[config.mk]
export PLATFORM = sky130hd
export DESIGN_NAME = tct_timer
export DESIGN_NICKNAME = d
export VERILOG_FILES = /design/src/rtl/tct_pkg.sv /design/src/rtl/tct_prescaler.sv /design/src/rtl/tct_timer.sv
export SDC_FILE = /design/constraint.sdc
export NUM_CORES = 1
export LEC_CHECK = 0
export ABC_AREA = 1
export BUFFER_PORTS_ARGS = -buffer_cell sky130_fd_sc_hd__buf_2
export CAP_MARGIN = 20
export CORE_UTILIZATION = 45
export DETAILED_ROUTE_END_ITERATION = 7
export PLACE_DENSITY = 0.77
export RECOVER_POWER = 100
export SYNTH_ARGS = -nofsm -noshare
export SYNTH_HDL_FRONTEND = slang
export SYNTH_SLANG_ARGS = --single-unit
[constraint.sdc]
create_clock -name SYS_CLK_I -period 2.29 [get_ports SYS_CLK_I]
set_clock_uncertainty 0.2 [all_clocks]
set_input_delay 0.458 -clock SYS_CLK_I [delete_from_list [all_inputs] [get_ports SYS_CLK_I]]
set_output_delay 0.458 -clock SYS_CLK_I [all_outputs]
set_load 0.005 [all_outputs]
[src/rtl/tct_pkg.sv]
package tct_pkg;

  // ---------------------------------------------------------------
  // Register map, byte addresses on the plain register port
  // ---------------------------------------------------------------
  localparam logic [7:0] ADDR_FLAGS = 8'h0C;
  localparam logic [7:0] ADDR_COUNT_LOW = 8'h0E;
  localparam logic [7:0] ADDR_COUNT_HIGH = 8'h0F;
  localparam logic [7:0] ADDR_CONTROL = 8'h10;
  localparam logic [7:0] ADDR_ENABLES = 8'h8C;

  // ---------------------------------------------------------------
  // Field positions and reset values
  // ---------------------------------------------------------------
  localparam int BIT_OVERFLOW = 0;
  localparam int BIT_RUN = 0;
  localparam int BIT_SOURCE = 1;
  localparam int BIT_SYNC_BYPASS = 2;
  localparam int BIT_OSC_EN = 3;
  localparam int BIT_PRESCALE_LO = 4;
  localparam logic [7:0] CONTROL_RESET = 8'h00;
  localparam logic [15:0] COUNT_RESET = 16'h0000;
  localparam logic [15:0] COUNT_MAX = 16'hFFFF;
  localparam logic [7:0] READ_ZERO = 8'h00;

  // ---------------------------------------------------------------
  // Timing: the instruction clock is the system clock divided by four
  // ---------------------------------------------------------------
  localparam int INSN_DIVIDE = 4;
  localparam logic [1:0] INSN_LAST = 2'(INSN_DIVIDE - 1);

  // Prescale encodings
  localparam logic [1:0] PRESCALE_1 = 2'h0;
  localparam logic [1:0] PRESCALE_2 = 2'h1;
  localparam logic [1:0] PRESCALE_4 = 2'h2;
  localparam logic [1:0] PRESCALE_8 = 2'h3;

  // Control register layout, bit 0 last
  typedef struct packed {
    logic [1:0] unused;
    logic [1:0] prescale_select;
    logic crystal_osc_enable;
    logic sync_bypass;
    logic clock_source_select;
    logic counter_run;
  } tct_ctrl_t;

  // One register port request
  typedef struct packed {
    logic [7:0] addr;
    logic [7:0] wdata;
    logic wr;
    logic rd;
  } tct_req_t;

  // Arming of counter mode: a falling edge must come first
  typedef enum logic [2:0] {
    ARM_IDLE = 3'b001,
    ARM_WAIT_FALL = 3'b010,
    ARM_COUNTING = 3'b100
  } tct_arm_t;

endpackage : tct_pkg

[src/rtl/tct_prescaler.sv]
`timescale 1ns/1ns
module tct_prescaler
  import tct_pkg::*;
(
  input wire logic clk_i,
  input wire logic rst_i,
  input wire logic clear_i,
  input wire logic tick_i,
  input wire logic [1:0] select_i,
  output logic pulse_o,
  output logic [2:0] count_o
);

  logic [2:0] count;
  logic [2:0] mask;
  wire logic [2:0] next_count = 3'(count + 3'h1);

  // -----------------------------------------------------------------
  // Divider stages
  // -----------------------------------------------------------------
  // Only the stages the ratio needs take part in the terminal match
  assign mask = (select_i == PRESCALE_8) ? 3'h7 :
                (select_i == PRESCALE_4) ? 3'h3 :
                (select_i == PRESCALE_2) ? 3'h1 : 3'h0;
  assign pulse_o = tick_i && ((count & mask) == mask);
  assign count_o = count;

  // Clear wins over a tick so a counter write restarts the division
  always_ff @(posedge clk_i)
  begin
    if (rst_i || clear_i)
      count <= 3'h0;
    else if (tick_i)
      count <= next_count;
  end

endmodule : tct_prescaler

[src/rtl/tct_timer.sv]
// Function
// - Sixteen-bit count held as high and low bytes, each read and written.
// - Count goes up from zero to all ones, then wraps to zero.
// - Wrap sets overflow flag bit 0; enable bit 0 gates the request.
// - Control bit 0 runs the counter when set, stops it when clear.
// - Source bit 0 picks instruction clock, 1 picks rising external edges.
// - Prescale field bits 5:4 divides by 1, 2, 4 or 8.
// - Oscillator enable forces both crystal pins to inputs reading zero.
// - Oscillator enable clear switches the oscillator inverter off.
// - Counter mode counts crystal input with oscillator on, else external pin.
// - Sync bit is ignored when the internal clock is selected.
// - After enabling counter mode a falling edge must precede counting.
// - Sync clear aligns after the prescaler; prescaler runs on raw edges.
// - Synchronised counter mode stops in sleep; prescaler keeps counting.
// - Sync set keeps counting through sleep; overflow interrupts and wakes.
// - Asynchronous counter mode offers no time base to capture or compare.
// - Special event trigger of either capture unit clears the counter.
// - Writing either counter byte clears the prescaler.
// - Power-on reset clears control to zero: stopped, prescale one.
// - A counter write beats a coinciding special event trigger.
// - Special event trigger never sets the overflow flag.
`timescale 1ns/1ns
module tct_timer
  import tct_pkg::*;
(
  input wire logic SYS_CLK_I,
  input wire logic SYS_RST_I,
  input wire logic [7:0] ADDR_I,
  input wire logic [7:0] WDATA_I,
  input wire logic WR_I,
  input wire logic RD_I,
  output logic [7:0] RDATA_O,
  input wire logic EXT_COUNT_PIN_I,
  input wire logic CRYSTAL_IN_PIN_I,
  input wire logic [1:0] PORT_C_DIRECTION_I,
  input wire logic SLEEP_I,
  input wire logic [1:0] SPECIAL_EVENT_I,
  output logic CRYSTAL_OSC_EN_O,
  output logic [1:0] PORT_C_DIR_O,
  output logic [1:0] PIN_READ_O,
  output logic IRQ_O,
  output logic WAKE_O,
  output logic TIMEBASE_VALID_O,
  output logic [15:0] TIMEBASE_O
);

  import tct_pkg::*;

  // -----------------------------------------------------------------
  // Register port decode
  // -----------------------------------------------------------------
  function automatic logic hit(input logic [7:0] addr, input logic [7:0] target);
    hit = (addr == target);
  endfunction : hit

  tct_req_t req;
  tct_ctrl_t ctrl;
  logic [15:0] count;
  logic overflow_flag;
  logic overflow_irq_enable;
  logic [7:0] rdata;

  assign req = '{addr: ADDR_I, wdata: WDATA_I, wr: WR_I, rd: RD_I};

  // Write strobes per register
  wire logic wr_low = req.wr && hit(req.addr, ADDR_COUNT_LOW);
  wire logic wr_high = req.wr && hit(req.addr, ADDR_COUNT_HIGH);
  wire logic wr_ctrl = req.wr && hit(req.addr, ADDR_CONTROL);
  wire logic wr_flags = req.wr && hit(req.addr, ADDR_FLAGS);
  wire logic wr_enables = req.wr && hit(req.addr, ADDR_ENABLES);
  wire logic wr_count = wr_low || wr_high;

  // -----------------------------------------------------------------
  // Pin input filters
  // -----------------------------------------------------------------
  // Three stages per pin; a level is accepted once stages two and three agree
  logic [1:0] pin_s1;
  logic [1:0] pin_s2;
  logic [1:0] pin_s3;
  logic [1:0] pin_lvl;
  wire logic [1:0] pins_raw = {CRYSTAL_IN_PIN_I, EXT_COUNT_PIN_I};

  genvar gi;
  generate
    for (gi = 0; gi < 2; gi++)
    begin : g_pin
      always_ff @(posedge SYS_CLK_I)
      begin
        if (SYS_RST_I)
        begin
          pin_s1[gi] <= 1'b0;
          pin_s2[gi] <= 1'b0;
          pin_s3[gi] <= 1'b0;
          pin_lvl[gi] <= 1'b0;
        end
        else
        begin
          pin_s1[gi] <= pins_raw[gi];
          pin_s2[gi] <= pin_s1[gi];
          pin_s3[gi] <= pin_s2[gi];
          if (pin_s2[gi] == pin_s3[gi])
            pin_lvl[gi] <= pin_s2[gi];
        end
      end
    end
  endgenerate

  // -----------------------------------------------------------------
  // Source selection and edges
  // -----------------------------------------------------------------
  // Crystal input with the oscillator on, otherwise the external pin
  wire logic src_lvl = ctrl.crystal_osc_enable ? pin_lvl[1] : pin_lvl[0];
  logic src_prev;
  wire logic src_rise = src_lvl && !src_prev;
  wire logic src_fall = !src_lvl && src_prev;
  wire logic counter_mode = ctrl.clock_source_select;
  // The sync bit only matters with the external source selected
  wire logic async_mode = counter_mode && ctrl.sync_bypass;
  wire logic sync_mode = counter_mode && !ctrl.sync_bypass;

  always_ff @(posedge SYS_CLK_I)
  begin
    if (SYS_RST_I)
      src_prev <= 1'b0;
    else
      src_prev <= src_lvl;
  end

  // -----------------------------------------------------------------
  // Instruction clock enable, system clock divided by four
  // -----------------------------------------------------------------
  logic [1:0] insn_div;
  wire logic insn_tick = (insn_div == INSN_LAST);

  always_ff @(posedge SYS_CLK_I)
  begin
    if (SYS_RST_I)
      insn_div <= 2'h0;
    else
      insn_div <= 2'(insn_div + 2'h1);
  end

  // -----------------------------------------------------------------
  // Counter mode arming
  // -----------------------------------------------------------------
  tct_arm_t arm;
  tct_arm_t next_arm;
  wire logic arm_on = ctrl.counter_run && counter_mode;

  // A pin that idles high must first drop, so no spurious count on enable
  always_comb
  begin
    next_arm = arm;
    case (arm)
      ARM_IDLE: if (arm_on) next_arm = ARM_WAIT_FALL;
      ARM_WAIT_FALL: if (!arm_on) next_arm = ARM_IDLE;
        else if (src_fall) next_arm = ARM_COUNTING;
      ARM_COUNTING: if (!arm_on) next_arm = ARM_IDLE;
      default: next_arm = ARM_IDLE;
    endcase
  end

  always_ff @(posedge SYS_CLK_I)
  begin
    if (SYS_RST_I)
      arm <= ARM_IDLE;
    else
      arm <= next_arm;
  end

  // -----------------------------------------------------------------
  // Prescaler
  // -----------------------------------------------------------------
  // External edges feed it even in sleep; the instruction clock stops there
  wire logic ext_tick = (arm == ARM_COUNTING) && src_rise;
  wire logic int_tick = !counter_mode && ctrl.counter_run && insn_tick && !SLEEP_I;
  wire logic pre_tick = counter_mode ? ext_tick : int_tick;
  logic pre_pulse;
  logic [2:0] pre_count;

  tct_prescaler u_prescaler (
    .clk_i(SYS_CLK_I),
    .rst_i(SYS_RST_I),
    .clear_i(wr_count),
    .tick_i(pre_tick),
    .select_i(ctrl.prescale_select),
    .pulse_o(pre_pulse),
    .count_o(pre_count)
  );

  // -----------------------------------------------------------------
  // Synchroniser after the prescaler
  // -----------------------------------------------------------------
  // Each prescaled edge in synchronised mode flips a toggle; two flops carry it, a third finds the change
  logic pre_toggle;
  logic sync1;
  logic sync2;
  logic sync3;
  wire logic sync_pulse = sync2 ^ sync3;

  always_ff @(posedge SYS_CLK_I)
  begin
    if (SYS_RST_I)
    begin
      pre_toggle <= 1'b0;
      sync1 <= 1'b0;
      sync2 <= 1'b0;
      sync3 <= 1'b0;
    end
    else
    begin
      if (pre_pulse && sync_mode)
        pre_toggle <= !pre_toggle;
      sync1 <= pre_toggle;
      sync2 <= sync1;
      sync3 <= sync2;
    end
  end

  // -----------------------------------------------------------------
  // Increment selection
  // -----------------------------------------------------------------
  // Synchronised mode loses its edges in sleep; the bypass path keeps running
  wire logic inc_timer = !counter_mode && pre_pulse;
  wire logic inc_async = async_mode && pre_pulse;
  wire logic inc_sync = sync_mode && sync_pulse && !SLEEP_I;
  wire logic inc = ctrl.counter_run && (inc_timer || inc_async || inc_sync);
  wire logic special_event = |SPECIAL_EVENT_I;
  wire logic wrap = inc && (count == COUNT_MAX) && !wr_count && !special_event;

  // -----------------------------------------------------------------
  // Counter bytes
  // -----------------------------------------------------------------
  // Software write wins, then the trigger clear, then counting
  always_ff @(posedge SYS_CLK_I)
  begin
    if (SYS_RST_I)
      count <= COUNT_RESET;
    else if (wr_low)
      count[7:0] <= req.wdata;
    else if (wr_high)
      count[15:8] <= req.wdata;
    else if (special_event)
      count <= COUNT_RESET;
    else if (inc)
      count <= 16'(count + 16'h0001);
  end

  // -----------------------------------------------------------------
  // Control and interrupt bits
  // -----------------------------------------------------------------
  // Reset here stands for power-on or brown-out; other resets never reach it
  always_ff @(posedge SYS_CLK_I)
  begin
    if (SYS_RST_I)
      ctrl <= tct_ctrl_t'(CONTROL_RESET);
    else if (wr_ctrl)
      ctrl <= tct_ctrl_t'({2'h0, req.wdata[5:0]});
  end

  // A wrap in the clearing cycle still leaves the flag set; trigger clears never set it
  always_ff @(posedge SYS_CLK_I)
  begin
    if (SYS_RST_I)
    begin
      overflow_flag <= 1'b0;
      overflow_irq_enable <= 1'b0;
    end
    else
    begin
      if (wrap)
        overflow_flag <= 1'b1;
      else if (wr_flags)
        overflow_flag <= req.wdata[BIT_OVERFLOW];
      if (wr_enables)
        overflow_irq_enable <= req.wdata[BIT_OVERFLOW];
    end
  end

  assign IRQ_O = overflow_flag && overflow_irq_enable;

  // Wake only out of sleep, on the overflow itself
  always_ff @(posedge SYS_CLK_I)
  begin
    if (SYS_RST_I)
      WAKE_O <= 1'b0;
    else
      WAKE_O <= wrap && SLEEP_I && overflow_irq_enable;
  end

  // -----------------------------------------------------------------
  // Read data, one cycle after the read strobe
  // -----------------------------------------------------------------
  // Reads are only glimpses of the count, so two byte reads can straddle a carry
  always_comb
  begin
    rdata = READ_ZERO;
    if (hit(req.addr, ADDR_COUNT_LOW))
      rdata = count[7:0];
    else if (hit(req.addr, ADDR_COUNT_HIGH))
      rdata = count[15:8];
    else if (hit(req.addr, ADDR_CONTROL))
      rdata = {2'h0, ctrl[5:0]};
    else if (hit(req.addr, ADDR_FLAGS))
      rdata = {7'h00, overflow_flag};
    else if (hit(req.addr, ADDR_ENABLES))
      rdata = {7'h00, overflow_irq_enable};
  end

  always_ff @(posedge SYS_CLK_I)
  begin
    if (SYS_RST_I)
      RDATA_O <= READ_ZERO;
    else if (req.rd)
      RDATA_O <= rdata;
    else
      RDATA_O <= READ_ZERO;
  end

  // -----------------------------------------------------------------
  // Pins and time base
  // -----------------------------------------------------------------
  // Oscillator enable drives the inverter enable straight from the control bit
  assign CRYSTAL_OSC_EN_O = ctrl.crystal_osc_enable;
  assign PORT_C_DIR_O = ctrl.crystal_osc_enable ? 2'h3 : PORT_C_DIRECTION_I;

  always_ff @(posedge SYS_CLK_I)
  begin
    if (SYS_RST_I)
    begin
      PIN_READ_O <= 2'h0;
      TIMEBASE_VALID_O <= 1'b0;
      TIMEBASE_O <= COUNT_RESET;
    end
    else
    begin
      PIN_READ_O <= ctrl.crystal_osc_enable ? 2'h0 : pin_lvl;
      TIMEBASE_VALID_O <= !async_mode;
      TIMEBASE_O <= count;
    end
  end
endmodule : tct_timer

==> Word-level counts from Yosys, hierarchy flattened <==
Cells that the tools add are included.
{ "word_totals": {"input_bits": 27, "word_cells": 129, "out_inout_bits": 32, "regBits": 73} }
{ "classes": {"add_sub_neg": 3, "n_bitwise": 4, "n_eq_ne": 20, "reduce_logical": 49, "n_mux": 23} }
{ "op_table": {"columns": ["op", "count"], "rows": [
  ["$mux W8", 5],
  ["$mux W16", 2],
  ["$logic_and A1 B1 Y1", 27],
  ["$eq A8 B4 Y1 const B", 3],
  ["$mux W3", 6],
  ["$add A16 B1 Y16 const B", 1],
  ["$eq A16 B16 Y1 const B", 1],
  ["$logic_not A1 Y1", 9],
  ["$pmux W3 S3", 1],
  ["$eq A8 B5 Y1 const B", 1],
  ["$eq A8 B8 Y1 const B", 1],
  ["$mux W1", 7],
  ["$eq A2 B2 Y1 const B", 3],
  ["$mux W6", 1],
  ["$ne A2 B2 Y1 const B", 3],
  ["$reduce_bool A3 Y1", 2],
  ["$reduce_or A2 Y1", 3],
  ["$logic_or A1 B1 Y1", 4],
  ["$reduce_and A2 Y1", 2],
  ["$add A3 B1 Y3 const B", 1],
  ["$and A3 B3 Y3", 1],
  ["$eq A3 B1 Y1 const B", 1],
  ["$eq A3 B2 Y1 const B", 1],
  ["$eq A3 B3 Y1", 1],
  ["other kinds (10)", 12]
]} }

==> Depth between registers and ports, before layout <==
Gate-level depths: netlist of the first run.
{ "depth": {"word_depth": 16, "depth_mapped": 14, "mapped_depth_nobuf": 14} }

==> Modules after synthesis <==
Synthesis of the first run repeated with hierarchy kept, for this count alone.
{ "unflattened": {"cells_unflattened": 512, "area_unflattened_um2": 3445.8} }
{ "modules_own_cells": {"columns": ["mod", "n_inst", "cells_each", "seq_area_each_um2", "area_per_inst_um2"], "rows": [
  ["tct_timer", 1, 490, 1401.3, 3298.2],
  ["tct_prescaler", 1, 22, 60.1, 147.6]
]} }

==> Worst setup path after synthesis of the first run <==
No wires, ideal clock.
{ "synth_timing": {"path_kind": "input -> register", "startpoint": "input ADDR_I[6]", "endpoint": "register count[14]", "setup_slack_ps": 478, "setup_time_ps": 109, "path_buffers": 0, "t_required_ps": 1981, "stages": 13, "t_arrival_ps": 1504, "path_cell_list": "or2_4 -> nor2_8 -> nand2_4 -> nor2_8 -> inv_4 -> nand2_4 -> inv_2 -> nand3_2 -> nand2_2 -> inv_2 -> nand2_1 -> nand2_1 -> inv_1"} }
{ "synth_via": {"elab_chain_len": 4, "elab_cells_between_ends": 8, "classes_between": "2 x eq/ne; 1 x mux; 1 x bitwise; 4 x reduce/logical"} }
{ "synth_lines": {"columns": ["element", "line", "text"], "rows": [
  ["start, declared", "tct_timer.sv:28", "input wire logic [7:0] ADDR_I,"],
  ["$eq A8 B4 Y1", "tct_timer.sv:53", "hit = (addr == target);"],
  ["$logic_and A1 B1 Y1, on equally long branches", "tct_timer.sv:67, tct_timer.sv:66", null],
  ["$reduce_bool A3 Y1 (no line) / $not A1 Y1 (equally long branches)", null, null],
  ["$reduce_and A2 Y1 (no line)", null, null],
  ["end signal, assigned", "tct_timer.sv:242", "count[15:8] <= req.wdata;"],
  ["end signal, assigned", "tct_timer.sv:246", "count <= 16'(count + 16'h0001);"],
  ["end, declared", "tct_timer.sv:58", "logic [15:0] count;"]
]} }
Parallel ways exist; a longest one is shown, timed or not.
A chain may end at the register's enable or synchronous reset.

==> Final worst setup path of the first run <==
{ "layout_timing": {"startpoint": "input ADDR_I[6]", "endpoint": "register count[11]"} }
The elaborated chain is that of the path after synthesis.

==> results of run 1 <==
[critical path: stages]
cell	delay, ns
buf_2	0.10
or2_4	0.24
nor2_1	0.28
nand2_1	0.25
nor2_8	0.19
inv_4	0.12
nand3_4	0.12
nand2_1	0.07
inv_2	0.11
nand2_1	0.07
nand2_1	0.06
inv_1	0.04
[layer usage]
layer / wire, µm / share of wire / up-vias
li1: - / - / 1631
met1: 3650 / 0.45 / 1444
met2: 3840 / 0.48 / 92
met3: 399 / 0.050 / 12
met4: 146 / 0.018 / 0
met5: 0 / 0 / -
[kinds of logic after synthesis]
logic type / synth area share
buffers and inverters: 0.103
flip-flops: 0.426
AND/OR/NAND/NOR: 0.343
adder cells (fa/ha/maj): 0.0110
XOR/XNOR: 0.0128
multiplexers: 0.00292
AO/OA/AOI/OAI: 0.102
[registers in the layout, indices dropped and copies added, names as in the netlist, 2 cells and up]
register	cells
RDATA_O	8
arm	3
TIMEBASE_O	16
count	16
ctrl	4
insn_div	2
PIN_READ_O	2
pin_s1	2
pin_lvl	2
pin_s2	2
u_prescaler.count_o	3
pin_s3	2
[power breakdown]
part | total (mW) | internal, mW | switching, mW
Combinational | 0.279 | 0.0963 | 0.182
Sequential | 1.35 | 1.32 | 0.0333
Clock | 0.975 | 0.519 | 0.455
Total | 2.60 | 1.93 | 0.671
[final timing paths]
kind                          from            end  slack [ns]  cells past startpoint
setup / recovery         ADDR_I[6]      count[11]        0.23                     12
hold / removal    CRYSTAL_IN_PIN_I      pin_s1[1]        0.11                      3
setup reg to reg          count[0]  overflow_flag        0.30                      9
hold reg to reg              sync1          sync2        0.20                      2
[metrics by stage]
step / power [mW] / area, µm² / cells
after floorplan: 1.57 / 3430 / 482
after global placement: 1.64 / 3830 / 635
after detailed placement: 1.66 / 3830 / 635
after CTS: 2.61 / 4020 / 649
after global routing: 2.73 / 3950 / 649
final: 2.60 / 3950 / 649
[placed cells by master (no fill, tap or decap), types with 2 or more instances in the layout]
cell      synthesis  layout
nand2_1         105     107
inv_1            76      77
dfxtp_1          73      73
nor2_1           63      64
a21oi_1          36      36
buf_2             1      32
nand3_1          31      31
clkbuf_1          4      28
o21ai_0          22      22
clkbuf_8          0      10
nor3_1            8       8
nand2_2           7       6
nor2_2            4       4
nand4_1           4       4
xor2_1            4       4
or2_2             3       3
nand2_4           4       3
nand3_4           3       3
inv_2             4       3
ha_1              3       3
nor2_8            3       2
inv_4             2       2
nor2_4            2       2
nand3b_1          2       2
o21ai_1           2       2
a221oi_1          2       2
[layout make-up]
class	count	area [µm²]
timing repair buffer	62	278
multi-input combinational	319	1590
sequential	73	1460
fill	767	3340
clock buffer	11	141
inverter	82	313
clock inverter	3	42.5
tap	99	124
==> flow_metrics.env, run 1 <==
export IMPL_use_met1=0.275
export IMPL_drive_gt1_frac=0.142
export IMPL_place_hpwl_mm=6.08
export IMPL_relSlewSlack=0.420
export IMPL_tightest_slew_ns=0.870
export IMPL_syn2layout_area_growth_pct=15.2
export IMPL_die_w_um=89.3
export IMPL_postCtsSetupBuffers=0
export IMPL_max_freq_mhz=486
export IMPL_ir_worst_vdd_v=0.000299
export IMPL_grt_pass1_wl_mm=13.3
export IMPL_ys_top_cells_by_count="nand2_1, inv_1, dfxtp_1"
export IMPL_insertion_delay_ns=0.35
export IMPL_drv_slew=0
export IMPL_cts_sinks=73
export IMPL_cts_resized_gates=0
export IMPL_synthArstFlopShare=0
export IMPL_antenna_found_initial=0
export IMPL_post_route_period_util=0.899
export IMPL_worst_slack_ns=0.231
export IMPL_firstDrtPassIters=4
export IMPL_synth_most_common_cell="nand2_1"
export IMPL_final_core_util=0.541
export IMPL_holdWs_ns=0.111
export IMPL_path_class="in2reg"
export IMPL_antenna_cells=0
export IMPL_vias_per_cell=4.90
export IMPL_drcViolationCount=0
export IMPL_synth_flop_cell="dfxtp_1"
export IMPL_syn_avg_cell_area_um2=7.11
export IMPL_clockBufferDepth=2
export IMPL_finalSetupViolations=0
export IMPL_place_congestion=0.909
export IMPL_clk_pin_slew_worst_paths_ns=0.07
export IMPL_cts_buffers=9
export IMPL_yosysUniqueCellTypes=38
export IMPL_routed_wl_mm=8.03
export IMPL_grt_setup_unrepaired="false"
export IMPL_vias=3179
export IMPL_antenna_left=0
export IMPL_synth_yosys_seq_area_share=0.426
export IMPL_cp_max_fo=16
export IMPL_syn_nets=512
export IMPL_synth_largest_area_cell="dfxtp_1"
export IMPL_wl_per_cell_um=12.4
export IMPL_use_met2=0.373
export IMPL_io_pins=59
export IMPL_maxCapViolCount=0
export IMPL_hold_viol=0
export IMPL_leakagePower_nw=1.80
export IMPL_tns_ns=0
export IMPL_cts_htree_levels=3
export IMPL_pre_cts_ws_ns=0.203
export IMPL_power_density_mw_per_mm2=659
export IMPL_yosysWarnings=0
export IMPL_syn_area_mm2=0.00343
export IMPL_grtUsageMet3=0.0443
export IMPL_portBuffers=58
export IMPL_rows=31
export IMPL_busiest_layer="met2"
export IMPL_overflow=0
export IMPL_finalCriticalPeriod_ns=2.06
export IMPL_cts_tree="done"
export IMPL_hold_path_class="in2reg"
export IMPL_worstPathArrival_ns=2.11
export IMPL_root_buffer="clkbuf_8"
export IMPL_endpoint_kind="flop"
export IMPL_grt_usage=0.223
export IMPL_initial_core_util=0.470
export IMPL_startpoint_type="input pin"
export IMPL_yosys_top_cells_area="dfxtp_1, nand2_1, inv_1, nor2_1, a21oi_1"
export IMPL_core_area_mm2=0.00729
export IMPL_ctsHoldBuffers=0
export IMPL_grt_max_degree=43
export IMPL_fin_nets=577
export IMPL_grt_pass1_vias=2897
export IMPL_first_iter_violations=166
export IMPL_dieArea_mm2=0.00797
export IMPL_die_y_um=89.3
export IMPL_yosysTopAreaCellShare=0.426
export IMPL_outcome="completed"
export IMPL_required_ns=2.34
export IMPL_ys_ff_latch=73
export IMPL_synth_edf_count=0
export IMPL_synthCells=482
Power figures use the tool's default switching activity.
==> inputs of run 2 (changes only) <==
--- a/config.mk
+++ b/config.mk
@@ -5,12 +5,11 @@
 export SDC_FILE = /design/constraint.sdc
 export NUM_CORES = 1
 export LEC_CHECK = 0
-export ABC_AREA = 1
 export BUFFER_PORTS_ARGS = -buffer_cell sky130_fd_sc_hd__buf_2
 export CAP_MARGIN = 20
 export CORE_UTILIZATION = 45
 export DETAILED_ROUTE_END_ITERATION = 7
-export PLACE_DENSITY = 0.77
+export PLACE_DENSITY = 0.78
 export RECOVER_POWER = 100
 export SYNTH_ARGS = -nofsm -noshare
 export SYNTH_HDL_FRONTEND = slang
==> run 2 against run 1 <==
The run now ends with setup timing left. Critical path depth fell by 5. Via count fell by 2.5%. Clock power rose by 17%. Wire length rose by 14%. Final area rose by 5.8%. Global-route usage rose by 3.5 points. Final cell count fell by 14%. Worst setup slack got worse by 0.26 ns. Critical path type is now reg2reg.
==> flow_metrics.env, run 2 <==
export IMPL_antenna_cells=0
export IMPL_ctsHoldBuffers=0
export IMPL_hold_end="count[7]"
export IMPL_fin_nets=485
export IMPL_path_class="reg2reg"
export IMPL_root_buffer="clkbuf_8"
export IMPL_cp_max_fo=6
export IMPL_min_delay_start="WDATA_I[7]"
export IMPL_p_total_mw=2.59
export IMPL_reg2reg_from="insn_div[0]"
export IMPL_hold_path_class="in2reg"
export IMPL_synth_largest_area_cell="dfxtp_1"
export IMPL_grt_pass1_vias=3045
export IMPL_worstReg2RegEnd="count[5]"
export IMPL_syn_area_mm2=0.00317
export IMPL_required_ns=2.36
export IMPL_io_pins=59
export IMPL_layout_cells_most_common_list="dfxtp_1, buf_2, buf_4"
export IMPL_drv_slew=0
export IMPL_worst_slack_ns=-0.0299
export IMPL_place_hpwl_mm=6.83
export IMPL_post_route_period_util=1.01
export IMPL_rr_worst_depth=7
export IMPL_placed_cells=538
export IMPL_drcViolationCount=0
export IMPL_relSlewSlack=0.0663
export IMPL_finalSetupViolations=3
export IMPL_clk_pin_slew_worst_paths_ns=0.09
export IMPL_vias=3100
export IMPL_hold_viol=0
export IMPL_core_area_mm2=0.00679
export IMPL_initial_core_util=0.467
export IMPL_synth_flop_cell="dfxtp_1"
export IMPL_leakagePower_nw=1.62
export IMPL_maxCapViolCount=0
export IMPL_syn2layout_area_growth_pct=31.8
export IMPL_holdWs_ns=0.114
export IMPL_ir_worst_vdd_v=0.000359
export IMPL_max_freq_mhz=431
export IMPL_grt_setup_unrepaired="true"
export IMPL_rows=30
export IMPL_place_congestion=0.932
export IMPL_finalNonFillerCells=556
export IMPL_die_w_um=85.9
export IMPL_worstPathArrival_ns=2.39
export IMPL_tns_ns=-0.0510
export IMPL_dieArea_mm2=0.00739
export IMPL_cts_sinks=73
export IMPL_die_y_um=85.9
export IMPL_clockBufferDepth=2
export IMPL_firstDrtPassIters=5
export IMPL_first_iter_violations=249
export IMPL_yosysTopAreaCellShare=0.461
export IMPL_cts_tree="done"
export IMPL_yosysWarnings=0
export IMPL_grt_usage=0.258
export IMPL_antenna_left=0
export IMPL_synth_most_common_cell="dfxtp_1"
export IMPL_portBuffers=58
export IMPL_yosys_top_cells_area="dfxtp_1, nor2_1, nor2b_1, nand2_1, nand3_1"
export IMPL_outcome="complete, but fails checks"
export IMPL_yosysUniqueCellTypes=53
export IMPL_tightest_slew_ns=1.40
export IMPL_cts_buffers=9
export IMPL_cts_htree_levels=3
export IMPL_ys_ff_latch=73
export IMPL_drive_gt1_frac=0.283
export IMPL_whs_path_depth=3
export IMPL_synthArstFlopShare=0
export IMPL_insertion_delay_ns=0.36
export IMPL_synth_yosys_seq_area_share=0.461
export IMPL_grt_pass1_wl_mm=14.6
export IMPL_overflow=0
export IMPL_antenna_found_initial=0
export IMPL_syn_avg_cell_area_um2=9.01
export IMPL_final_area_mm2=0.00418
export IMPL_ys_top_cells_by_count="dfxtp_1, nor2_1, nand2_1"
export IMPL_violations="setup timing"
export IMPL_finalCriticalPeriod_ns=2.32
export IMPL_pre_cts_ws_ns=-0.234
export IMPL_rrSetupSlack_ns=-0.03
export IMPL_reg_largest_list="TIMEBASE_O: 16 flops, count: 16 flops, RDATA_O: 8 flops"
export IMPL_synth_edf_count=0
export IMPL_placed_cell_area_mm2=0.00389
export IMPL_final_core_util=0.615
export IMPL_grt_max_degree=34
export IMPL_vias_per_cell=5.58
export IMPL_power_density_mw_per_mm2=621
export IMPL_wl_per_cell_um=16.5
export IMPL_synthCells=352
export IMPL_syn_nets=382
export IMPL_startpoint_type="flop"
export IMPL_routed_wl_mm=9.16
export IMPL_endpoint_kind="flop"
export IMPL_layout_commonest_cell="dfxtp_1"
==> run 2: layer usage <==
metal / wire (µm) / vias up / GRT usage
met5: 0 / - / 0
met4: 318 / 0 / 0.132
met3: 659 / 32 / 0.0616
met2: 4480 / 144 / 0.439
met1: 3700 / 1445 / 0.302
li1: - / 1479 / -
==> run 2: power breakdown <==
part / switching [mW] / internal (mW)
clock: 0.519 / 0.624
sequential: 0.0105 / 1.28
combinational: 0.0879 / 0.0685
==> run 2: logic make-up after synthesis <==
| logic type | after synthesis | synth area share |
|---|---|---|
| compound gates | 72 | 0.178 |
| buf+inv | 26 | 0.0308 |
| mux | 7 | 0.0225 |
| simple gates | 158 | 0.260 |
| fa+ha+maj | 3 | 0.0118 |
| xor+xnor | 13 | 0.0359 |
| flops | 73 | 0.461 |
==> run 2: area by class of cell <==
cell class | instances | area [µm²]
Clock buffer | 9 | 124
Clock inverter | 7 | 101
Fill cell | 595 | 2620
Inverter | 12 | 45.0
Multi-Input combinational cell | 253 | 1700
Sequential cell | 73 | 1470
Tap cell | 96 | 120
Timing Repair Buffer | 106 | 627
==> run 2: worst max-delay path, cell delays in order (launching register included) <==
cell and delay, ns:
dfxtp_2 0.35, ha_4 0.11, or4bb_4 0.46, o41ai_4 0.10
a31oi_4 0.20, nand2b_4 0.19, a2111o_1 0.38, a221oi_2 0.23
==> run 2: what timing repair did <==
item | in CTS | in global routing
gates resized for setup | 5 | 12
setup endpoints to repair | 11 | 13
pin swaps | 4 | 7
buffers inserted | 1 | 1
==> run 2: worst max-delay path by stage <==
stage,startpoint,endpoint,slack [ns],depth (start not counted)
2_1_floorplan,SLEEP_I,count[5],-0.05,6
3_3_place_gp,SLEEP_I,count[4],-0.15,8
3_5_place_dp,SLEEP_I,count[0],-0.23,8
4_1_cts,insn_div[0],count[5],-0.09,7
5_1_grt,insn_div[1],count[5],-0.12,7
6_report,insn_div[0],count[5],-0.03,7
